## config.mk

```make
export PLATFORM = sky130hd
export DESIGN_NAME = dpsc_ctrl
export DESIGN_NICKNAME = d
export VERILOG_FILES = /design/src/rtl/dpsc_ctrl.v
export VERILOG_INCLUDE_DIRS = /design/src /design/src/rtl
export SDC_FILE = /design/constraint.sdc
export NUM_CORES = 1
export LEC_CHECK = 0
export BUFFER_PORTS_ARGS = -buffer_cell sky130_fd_sc_hd__clkbuf_2
export CORE_MARGIN = 2
export CORE_UTILIZATION = 55
export CTS_CLUSTER_SIZE = 25
export DETAILED_ROUTE_END_ITERATION = 8
export HOLD_SLACK_MARGIN = 0.12
export PLACE_DENSITY = 0.76
export SKIP_CTS_REPAIR_TIMING = 1
export SLEW_MARGIN = 20
export SYNTH_ARGS = -nofsm -noshare
export SYNTH_HDL_FRONTEND = slang
export SYNTH_SLANG_ARGS = --single-unit
```

## constraint.sdc

```tcl
create_clock -name sys_clk -period 7.8 [get_ports sys_clk]
set_input_delay 1.56 -clock sys_clk [delete_from_list [all_inputs] [get_ports sys_clk]]
set_output_delay 1.56 -clock sys_clk [all_outputs]
set_load 0.02 [all_outputs]
```

## src/rtl/dpsc_defs.vh

```
// constants for the dual potentiometer serial command controller
`ifndef DPSC_DEFS_VH
`define DPSC_DEFS_VH

`define DPSC_CMD_WR_WIPER   2'h0
`define DPSC_CMD_WR_STORED  2'h1
`define DPSC_CMD_CP_TO_NV   2'h2
`define DPSC_CMD_CP_TO_WIP  2'h3

`define DPSC_SEL_A          2'h1
`define DPSC_SEL_B          2'h2
`define DPSC_SEL_BOTH       2'h3

`define DPSC_CNT_SHORT      5'h08
`define DPSC_CNT_LONG       5'h10
// the frame counter stops here so frames longer than sixteen stay invalid
`define DPSC_CNT_SAT        5'h1f

// frame bit positions in a 16-bit frame (bit 15 = first edge)
`define DPSC_CMD_HI_L       13
`define DPSC_CMD_LO_L       12
`define DPSC_SEL_HI_L       9
`define DPSC_SEL_LO_L       8
// in an 8-bit frame the same fields sit eight places lower
`define DPSC_CMD_HI_S       5
`define DPSC_CMD_LO_S       4
`define DPSC_SEL_HI_S       1
`define DPSC_SEL_LO_S       0

`define DPSC_STORED_RESET   8'h80
`define DPSC_INIT_NS        5000
`define DPSC_CLK_MHZ        125
// longest time: round down, at least one cycle
`define DPSC_INIT_CYC       ((`DPSC_INIT_NS * `DPSC_CLK_MHZ) / 1000)

`endif

```

## src/rtl/dpsc_ctrl.v

```verilog
// dual potentiometer serial command controller, write-only three-wire link
`timescale 1ns/1ps
`include "dpsc_defs.vh"

module dpsc_ctrl (
	sys_clk,
	sys_rst,
	ser_clk,
	ser_data,
	ser_cs_n,
	wiper_position_a,
	wiper_position_b,
	stored_position_a,
	stored_position_b,
	init_done,
	store_busy
);
	input  wire       sys_clk;
	input  wire       sys_rst;
	input  wire       ser_clk;
	input  wire       ser_data;
	input  wire       ser_cs_n;
	output reg  [7:0] wiper_position_a;
	output reg  [7:0] wiper_position_b;
	output reg  [7:0] stored_position_a;
	output reg  [7:0] stored_position_b;
	output reg        init_done;
	output reg        store_busy;

	// --------------------------------------------------------------
	// notes on use
	// --------------------------------------------------------------
	// the link is sampled, not clocked: each serial clock level must
	// last at least three system clocks or a rising edge can be missed
	// a frame takes effect about three system clocks after chip select
	// rises, once the select pin has passed its synchroniser
	// the stored copies are ordinary flops that reset to midscale, so
	// a system reset stands in for a power cycle of the stored memory
	// bits clocked in before the power-up load ends are dropped; the
	// host must wait for init_done before its first frame
	// the link has three inputs only and nothing is driven back

	// --------------------------------------------------------------
	// input synchronisers
	// --------------------------------------------------------------
	reg  [1:0] clk_sync_q;
	reg  [1:0] dat_sync_q;
	reg  [1:0] cs_sync_q;
	reg        clk_prev_q;
	reg        cs_prev_q;
	reg        dat_prev_q;

	always @(posedge sys_clk or posedge sys_rst) begin
		if (sys_rst) begin
			clk_sync_q <= 2'h0;
			dat_sync_q <= 2'h0;
			cs_sync_q  <= 2'h3;
			clk_prev_q <= 1'b0;
			cs_prev_q  <= 1'b1;
			dat_prev_q <= 1'b0;
		end else begin
			clk_sync_q <= {clk_sync_q[0], ser_clk};
			dat_sync_q <= {dat_sync_q[0], ser_data};
			cs_sync_q  <= {cs_sync_q[0], ser_cs_n};
			clk_prev_q <= clk_sync_q[1];
			cs_prev_q  <= cs_sync_q[1];
			dat_prev_q <= dat_sync_q[1];
		end
	end

	// data is taken one stage late so it lines up with the edge detect;
	// with zero hold time at the pin this keeps the pre-edge value
	wire clk_rise = clk_sync_q[1] & ~clk_prev_q;
	wire cs_low   = ~cs_sync_q[1];
	wire cs_rise  = cs_sync_q[1] & ~cs_prev_q;

	// --------------------------------------------------------------
	// shift register and frame counter
	// --------------------------------------------------------------
	reg [15:0] shift_q;
	reg [4:0]  count_q;

	always @(posedge sys_clk or posedge sys_rst) begin
		if (sys_rst) begin
			shift_q <= 16'h0000;
			count_q <= 5'h00;
		end else if (cs_low && init_done) begin
			if (clk_rise) begin
				shift_q <= {shift_q[14:0], dat_prev_q};
				// saturate past sixteen so long frames are rejected
				if (count_q != `DPSC_CNT_SAT)
					count_q <= count_q + 5'h01;
			end
		end else begin
			count_q <= 5'h00;
		end
	end

	// --------------------------------------------------------------
	// frame decode
	// --------------------------------------------------------------
	function [1:0] dpsc_pick;
		input [15:0] frm;
		input        long;
		input        hi_field;
		begin
			if (long)
				dpsc_pick = hi_field ? {frm[`DPSC_CMD_HI_L], frm[`DPSC_CMD_LO_L]}
				                     : {frm[`DPSC_SEL_HI_L], frm[`DPSC_SEL_LO_L]};
			else
				dpsc_pick = hi_field ? {frm[`DPSC_CMD_HI_S], frm[`DPSC_CMD_LO_S]}
				                     : {frm[`DPSC_SEL_HI_S], frm[`DPSC_SEL_LO_S]};
		end
	endfunction

	wire       is_long  = (count_q == `DPSC_CNT_LONG);
	wire       is_short = (count_q == `DPSC_CNT_SHORT);
	wire [1:0] cmd      = dpsc_pick(shift_q, is_long, 1'b1);
	wire [1:0] sel      = dpsc_pick(shift_q, is_long, 1'b0);
	wire [7:0] code     = shift_q[7:0];
	wire       is_copy  = cmd[1];
	// write commands need the data byte; copies take either length
	wire       len_ok   = is_long | (is_short & is_copy);
	wire       sel_ok   = (sel == `DPSC_SEL_A) | (sel == `DPSC_SEL_B) |
	                      ((sel == `DPSC_SEL_BOTH) & is_copy);
	wire       go       = cs_rise & init_done & len_ok & sel_ok;
	wire       hit_a    = sel[0];
	wire       hit_b    = sel[1];

	// --------------------------------------------------------------
	// decoded command strobes
	// --------------------------------------------------------------
	// one strobe per command keeps the register update below readable
	wire       do_wiper  = go & (cmd == `DPSC_CMD_WR_WIPER);
	wire       do_stored = go & (cmd == `DPSC_CMD_WR_STORED);
	wire       do_to_nv  = go & (cmd == `DPSC_CMD_CP_TO_NV);
	wire       do_to_wip = go & (cmd == `DPSC_CMD_CP_TO_WIP);
	// both stored-copy writes raise the busy pulse
	wire       nv_write  = do_stored | do_to_nv;

	// --------------------------------------------------------------
	// power-up load timer and stored-copy busy pulse
	// --------------------------------------------------------------
	reg [9:0] init_cnt_q;

	always @(posedge sys_clk or posedge sys_rst) begin
		if (sys_rst) begin
			init_cnt_q <= 10'h000;
			init_done  <= 1'b0;
		end else if (!init_done) begin
			// load is done once the count expires, inside 5 us
			if (init_cnt_q == `DPSC_INIT_CYC - 1)
				init_done <= 1'b1;
			else
				init_cnt_q <= init_cnt_q + 10'h001;
		end
	end

	// busy is a one-cycle pulse after each stored-copy write; the store itself is immediate
	always @(posedge sys_clk or posedge sys_rst) begin
		if (sys_rst)
			store_busy <= 1'b0;
		else
			store_busy <= nv_write;
	end

	// --------------------------------------------------------------
	// potentiometer registers; no readback path exists
	// --------------------------------------------------------------
	always @(posedge sys_clk or posedge sys_rst) begin
		if (sys_rst) begin
			wiper_position_a  <= `DPSC_STORED_RESET;
			wiper_position_b  <= `DPSC_STORED_RESET;
			stored_position_a <= `DPSC_STORED_RESET;
			stored_position_b <= `DPSC_STORED_RESET;
		end else if (!init_done) begin
			wiper_position_a <= stored_position_a;
			wiper_position_b <= stored_position_b;
		end else begin
			// a frame carries one command, so at most one strobe is high;
			// wipers and stored copies are updated in separate chains
			if (do_wiper) begin
				if (hit_a) wiper_position_a <= code;
				if (hit_b) wiper_position_b <= code;
			end else if (do_to_wip) begin
				if (hit_a) wiper_position_a <= stored_position_a;
				if (hit_b) wiper_position_b <= stored_position_b;
			end
			if (do_stored) begin
				if (hit_a) stored_position_a <= code;
				if (hit_b) stored_position_b <= code;
			end else if (do_to_nv) begin
				if (hit_a) stored_position_a <= wiper_position_a;
				if (hit_b) stored_position_b <= wiper_position_b;
			end
		end
	end

endmodule

```

==> impl_metrics.tcl, run 1 <==
set metrics [dict create \
    maxCapViolCount 0 \
    finalCritPeriodShare_pct 40.5 \
    synth-seq-cells 72 \
    synth_nets 277 \
    ys_seq_area_share_pct 54.1 \
    r2r_start "count_q[0]$_DFFE_PP0P_" \
    critPathLaunchType "flop" \
    max_freq_mhz 316 \
    die_h_um 82.0 \
    initial_utilization_pct 56.9 \
    pin_count 39 \
    cp_max_fo 16 \
    fill_cells 441 \
    cp-end-kind "flop" \
    period_needed_ns 3.16 \
    p_clk_share_pct 43.2 \
    drive_above_1_share_pct 33.9 \
    hp-start "dat_sync_q[0]$_DFF_PP0_" \
    rows 28 \
    viasPerCell 5.49 \
    multi_input_area_sq_um 1460 \
    final_nets 318 \
    synthFlopType "dfrtp_1" \
    met1_usage_pct 28.7 \
    met3_usage_pct 6.48 \
    ys_top_cells_by_area "dfrtp_1 49%, mux2_2 12%, mux2i_1 6.6%" \
    critical_path.startpoint "count_q[0]$_DFFE_PP0P_" \
    regArea_sq_um 1810 \
    maxSlewHeadroom_pct 38.2 \
    synth_most_common_cell "dfrtp_1" \
    hp-class "flop to flop" \
    grt_max_degree 73 \
    place_hpwl_mm 4.02 \
    leakage_nw 1.99 \
    port_buffers 38 \
    synth_compound_area_share_pct 6.43 \
    path_clk_slew_ns 0.07 \
    powerDensity_nw_per_um2 179 \
    vias 2130 \
    drtIter0Drc 105 \
    finalWorstSetupSlack_ns 4.64 \
    synth_cell_types 34 \
    p_total_mw 0.681 \
    synth_top_family_by_area "multiplexers" \
    yosys_warnings 0 \
    final_area_sq_um 3810 \
    clock_latency_ns 0.34 \
    ant_nets 0 \
    async_flop_share_pct 100 \
    avgRoutedWirePerCell_um 15.6 \
    root_buffer "clkbuf_8" \
    grtUsageMet2_pct 29.4 \
    hold_viol 0 \
    diodes 0 \
    p_seq_share_pct 55.4 \
    clock-sinks 72 \
    die_area_sq_um 6730 \
    htree_num_levels 3 \
    synth_edf_count 0 \
    power.switching_mw 0.138 \
    cts_made_buffers 9 \
    synth_top_area_share_pct 48.6 \
    synthTopCellsByCount "65 x dfrtp_1, 35 x mux2_2, 28 x nor2_1, 22 x mux2i_1, 19 x a21oi_1" \
    synth_top_area_cell "dfrtp_1" \
    synth_mux_area_share_pct 22.4 \
    syn-instance-count 267 \
    final_cells 388 \
    setup_tns_ns 0 \
    cts_tree "done" \
    ir_worst_vdd_uv 122 \
    intPower_mw 0.542 \
    place_ws_ns 4.68 \
    busiest_layer "met2" \
    synth_adder_area_share_pct 1.87 \
    firstDrtPassIters 4 \
    cts_max_path_buffers 2 \
    combPwrFrac_pct 1.4 \
    rsz0062_at_grt "false" \
    grt_pass1_wl_mm 10.2 \
    syn_to_final_growth_pct 13.8 \
    synth_simple_gate_area_share_pct 9.57 \
    synthXorXnorAreaFrac_pct 3.14 \
    p_sw_share_pct 20.3 \
    status "complete, no violations" \
    dp_cells 372 \
    setup_viol 0 \
    first_global_vias 2091 \
    die-width_um 82.0 \
    critPathArrivalTime_ns 3.38 \
    cp.required_ns 8.02 \
    drc 0 \
    gr-total-overflow 0 \
    worst_pin_slew_ns 0.914 \
    track_usage_pct 20.3 \
    place.gp.congestion 0.861 \
    crit_type "flop to flop" \
    antenna_found_initial 0 \
    drv_slew 0 \
    core_sq_um 5890 \
    synth_area_sq_um 3350 \
    avgSynthCellArea_sq_um 12.5 \
    placed_area_sq_um 3610 \
    routed_wl_mm 6.06 \
    worst_clock_skew_ns 0.00790 \
]
-- path summary, 6_finish.rpt --
kind / end / slack (ns) / cells after the start
setup reg to reg: stored_position_b[1]$_DFFE_PP0P_ / 4.64 / 8
max in group asynchronous: stored_position_a[5]$_DFFE_PP0P_ / 5.77 / 3
hold / removal: dat_sync_q[1]$_DFF_PP0_ / 0.35 / 0
setup / recovery: stored_position_b[1]$_DFFE_PP0P_ / 4.64 / 8
min in group asynchronous: init_cnt_q[1]$_DFFE_PP0P_ / 1.46 / 3
hold reg to reg: dat_sync_q[1]$_DFF_PP0_ / 0.35 / 0
-- stage by stage --
step	hold slack, ns	utilization (%)
floorplan	0.331	-
global placement	0.334	61.3
detailed placement	0.336	61.3
CTS	0.352	64.7
global route	0.366	64.7
finish	0.350	64.7
-- flip-flops by register name (all words and copies together), names as in the netlist --
register / flops
shift_q: 14
dat_prev_q: 1
init_done: 1
wiper_position_b: 8
cs_sync_q: 2
count_q: 5
cs_prev_q: 1
stored_position_a: 8
init_cnt_q: 10
stored_position_b: 8
wiper_position_a: 8
clk_prev_q: 1
store_busy: 1
dat_sync_q: 2
clk_sync_q: 2
-- power groups by stage --
stage,registers (mW),logic (mW),clock network (mW)
after floorplan,0.384,0.00658,0
after global placement,0.384,0.0101,0
after detailed placement,0.384,0.0101,0
after CTS,0.377,0.0101,0.302
after global routing,0.377,0.0111,0.323
final,0.377,0.00949,0.294
-- cell type report --
class / instances / area share (%)
sequential: 72 / 47.5
multi-input combinational: 176 / 38.2
timing repair buffer: 43 / 5.98
clock buffer: 13 / 4.17
tap: 75 / 2.46
clock inverter: 3 / 1.05
inverter: 6 / 0.591
-- worst max-delay path, stage by stage (launching register included) --
cell       delay (ns)
dfrtp_1          0.42
inv_1            0.07
ha_1             0.19
nor4bb_1         0.81
nand3_1          0.27
a2111oi_4        0.36
buf_4            0.31
mux2_2           0.36
mux2_2           0.26
-- placed cells by master, fill, tap and decap left out, types with 2 or more instances in the layout --
| cell type | n |
|---|---|
| nand3_1 | 2 |
| nor3_1 | 2 |
| a21oi_1 | 19 |
| dfstp_2 | 7 |
| clkinv_2 | 2 |
| dfrtp_1 | 65 |
| xor2_1 | 4 |
| clkbuf_1 | 2 |
| nor3b_2 | 2 |
| mux2_2 | 35 |
| nor2_1 | 27 |
| inv_1 | 5 |
| buf_4 | 5 |
| and3_1 | 2 |
| a211oi_1 | 5 |
| and3b_1 | 2 |
| nand4_1 | 4 |
| mux2_1 | 12 |
| nand4b_1 | 3 |
| clkbuf_2 | 38 |
| clkbuf_8 | 11 |
| mux2i_1 | 22 |
| nand2_1 | 7 |
| o41ai_2 | 2 |
| ha_1 | 5 |
| xnor2_1 | 8 |
| nand2b_1 | 3 |
-- kinds of logic (layout without fill, tap and decap cells) --
group	Yosys count	in the layout
compound gates	30	30
fa+ha+maj	5	5
xor+xnor	12	12
flops	72	72
buf+inv	19	65
simple gates	60	60
mux	69	69
-- layer usage --
metal / vias to the layer above / wire length, um
li1: 1034 / -
met1: 1038 / 2970
met2: 50 / 2750
met3: 8 / 239
met4: 0 / 105
met5: - / 0
Power figures use the tool's default switching activity.
==> inputs of run 2 (changes only) <==
--- a/config.mk
+++ b/config.mk
@@ -6,9 +6,10 @@
 export SDC_FILE = /design/constraint.sdc
 export NUM_CORES = 1
 export LEC_CHECK = 0
+export ABC_AREA = 1
 export BUFFER_PORTS_ARGS = -buffer_cell sky130_fd_sc_hd__clkbuf_2
 export CORE_MARGIN = 2
-export CORE_UTILIZATION = 55
+export CORE_UTILIZATION = 53
 export CTS_CLUSTER_SIZE = 25
 export DETAILED_ROUTE_END_ITERATION = 8
 export HOLD_SLACK_MARGIN = 0.12
==> constraint.sdc (replaced) <==
create_clock -name sys_clk -period 2.85 [get_ports sys_clk]
set_input_delay 0.57 -clock sys_clk [delete_from_list [all_inputs] [get_ports sys_clk]]
set_output_delay 0.57 -clock sys_clk [all_outputs]
set_load 0.02 [all_outputs]
==> run 2 against run 1 <==
Effect of this change: the flow now finishes with violations (DRC); total power grew to 2.6 times the previous value; sequential power grew to 2.7 times the previous value; cell area is 4.7% higher; die area is 9.7% higher; critical path type unchanged; critical endpoint is now stored_position_a[2]$_DFFE_PP0P_.
==> impl_metrics.tcl, run 2 <==
set metrics [dict create \
    initial_utilization_pct 55.3 \
    cts_made_buffers 9 \
    cp.required_ns 3.14 \
    die_h_um 85.9 \
    synth-seq-cells 72 \
    top_register "shift_q" \
    reg2reg_slack_ns 0.39 \
    synth_edf_count 0 \
    drive_above_1_share_pct 17.5 \
    r2r_start "count_q[0]$_DFFE_PP0P_" \
    die-width_um 85.9 \
    first_global_vias 2906 \
    synth_top_area_cell "dfrtp_1" \
    synth_most_common_cell "nand2_1" \
    powerDensity_nw_per_um2 437 \
    rsz0062_at_grt "false" \
    cts_max_path_buffers 2 \
    diodes 0 \
    critical_path.startpoint "count_q[0]$_DFFE_PP0P_" \
    grt_pass1_wl_mm 13.6 \
    finalWorstSetupSlack_ns 0.395 \
    root_buffer "clkbuf_8" \
    yosys_warnings 0 \
    max_freq_mhz 407 \
    period_needed_ns 2.46 \
    vias 3062 \
    async_flop_share_pct 100 \
    track_usage_pct 23.5 \
    crit_path_end "stored_position_a[2]$_DFFE_PP0P_" \
    hp-class "primary input to asynchronous set/reset pin" \
    layout_common_cells "191 x nand2_1, 65 x dfrtp_1, 38 x clkbuf_2" \
    cp_max_fo 13 \
    final_area_sq_um 3990 \
    ys_top_cells_by_area "dfrtp_1 46%, nand2_1 20%, dfstp_2 5.2%" \
    synthTopCellsByCount "191 x nand2_1, 65 x dfrtp_1, 32 x inv_1, 29 x nand3_1, 20 x nor2_1" \
    synth_cell_types 31 \
    fill_cells 562 \
    synthFlopType "dfrtp_1" \
    crit_type "flop to flop" \
    worst_clock_skew_ns 0.00727 \
    synth_area_sq_um 3550 \
    ir_worst_vdd_uv 323 \
    pin_count 39 \
    top_regs "shift_q (14), init_cnt_q (10)" \
    synth_top_area_share_pct 45.8 \
    setup_tns_ns 0 \
    timing.rr.end "stored_position_a[2]$_DFFE_PP0P_" \
    core_sq_um 6420 \
    firstDrtPassIters 9 \
    setup_viol 0 \
    syn-instance-count 437 \
    largest_reg_flops 14 \
    dp_cells 547 \
    htree_num_levels 3 \
    drtIter0Drc 204 \
    drv_slew 0 \
    reg2regPathDepth 13 \
    routed_wl_mm 7.77 \
    drc 5 \
    antenna_found_initial 0 \
    final_nets 491 \
    place_ws_ns 0.434 \
    avgRoutedWirePerCell_um 13.8 \
    clock-sinks 72 \
    ant_nets 0 \
    place.gp.congestion 0.879 \
    hold_viol 0 \
    finalCritPeriodShare_pct 86.1 \
    place_hpwl_mm 5.64 \
    clock_latency_ns 0.35 \
    leakage_nw 2.18 \
    die_area_sq_um 7380 \
    synth_nets 447 \
    cp-end-kind "flop" \
    final_cells 563 \
    failed_checks "DRC" \
    port_buffers 38 \
    avgSynthCellArea_sq_um 8.13 \
    post-route-util_pct 62.1 \
    critPathArrivalTime_ns 2.75 \
    final_common_cell "nand2_1" \
    viasPerCell 5.44 \
    path_clk_slew_ns 0.07 \
    status "finished, violations left" \
    worst_pin_slew_ns 0.720 \
    critPathLaunchType "flop" \
    rows 29 \
    maxCapViolCount 0 \
    maxSlewHeadroom_pct 51.9 \
    placed_area_sq_um 3830 \
    gr-total-overflow 0 \
    ys_seq_area_share_pct 50.9 \
    grt_max_degree 42 \
    cts_tree "done" \
    syn_to_final_growth_pct 12.2 \
]
-- run 2: cell count changes after synthesis, moves of 15 or more --
| cell | previous run | this run |
|---|---|---|
| o21ai_0 | 1 | 16 |
| nand2_1 | 7 | 191 |
| mux2i_1 | 22 | 0 |
| nand3_1 | 2 | 29 |
| mux2_2 | 35 | 1 |
| inv_1 | 6 | 32 |
-- run 2: report_power, final --
part	internal (mW)	switching [mW]	leakage, nW
sequential	1.03	0.00227	0.953
combinational	0.00593	0.0230	1.14
clock	0.312	0.369	0.0801
-- run 2: worst max-delay path, stage by stage, from the launching register on --
cell,delay (ns)
dfrtp_1,0.40
inv_1,0.10
ha_1,0.18
nand2_1,0.07
inv_2,0.14
nand2_4,0.10
nand2_1,0.07
nand2_1,0.13
a21oi_4,0.33
buf_4,0.26
nand2_4,0.10
nor3_4,0.33
nand2_1,0.11
nand2_1,0.07
-- run 2: worst min path at each step --
stage | startpoint | endpoint | slack, ns | depth (start not counted)
CTS | ser_cs_n | cs_sync_q[0]$_DFF_PP1_ | 0.29 | 1
global route | ser_cs_n | cs_sync_q[0]$_DFF_PP1_ | 0.28 | 1
finish | sys_rst | init_cnt_q[6]$_DFFE_PP0P_ | 0.30 | 2
global placement | clk_sync_q[0]$_DFF_PP0_ | clk_sync_q[1]$_DFF_PP0_ | 0.33 | 0
floorplan | clk_sync_q[0]$_DFF_PP0_ | clk_sync_q[1]$_DFF_PP0_ | 0.33 | 0
detailed placement | dat_sync_q[1]$_DFF_PP0_ | dat_prev_q$_DFF_PP0_ | 0.34 | 0
-- run 2: kinds of logic (layout without fill, tap and decap cells) --
group | after synthesis | after routing | share of synthesized area (%)
and+or+nand+nor | 283 | 283 | 36.0
DFF | 72 | 72 | 50.9
buffers and inverters | 44 | 93 | 5.28
AOI/OAI and AO/OA | 24 | 24 | 3.77
xor gates and xnor gates | 8 | 8 | 1.97
adders and majority gates | 5 | 5 | 1.76
muxes | 1 | 1 | 0.317
-- run 2: through the flow --
step / hold WS [ns] / total power, mW
4_1_cts: 0.288 / 1.76
5_1_grt: 0.284 / 1.80
6_report: 0.298 / 1.74
3_3_place_gp: 0.333 / 1.08
2_1_floorplan: 0.331 / 1.07
3_5_place_dp: 0.337 / 1.08
-- run 2: layout make-up --
cell class | instances | area, sq um | area share (%)
multi-input cells | 321 | 1560 | 39.0
clock inverters | 4 | 22.5 | 0.565
repair buffers | 43 | 240 | 6.02
clock buffers | 12 | 135 | 3.39
inverters | 34 | 128 | 3.20
flip-flops and latches | 72 | 1810 | 45.4
well taps | 77 | 96.3 | 2.42
-- run 2: metal layers --
metal	wire length, um	global-route usage (%)	vias to the layer above
met5	0	0	-
met4	231	12.4	0
met3	488	5.49	25
met2	3520	35.0	115
met1	3540	32.1	1441
li1	-	-	1481
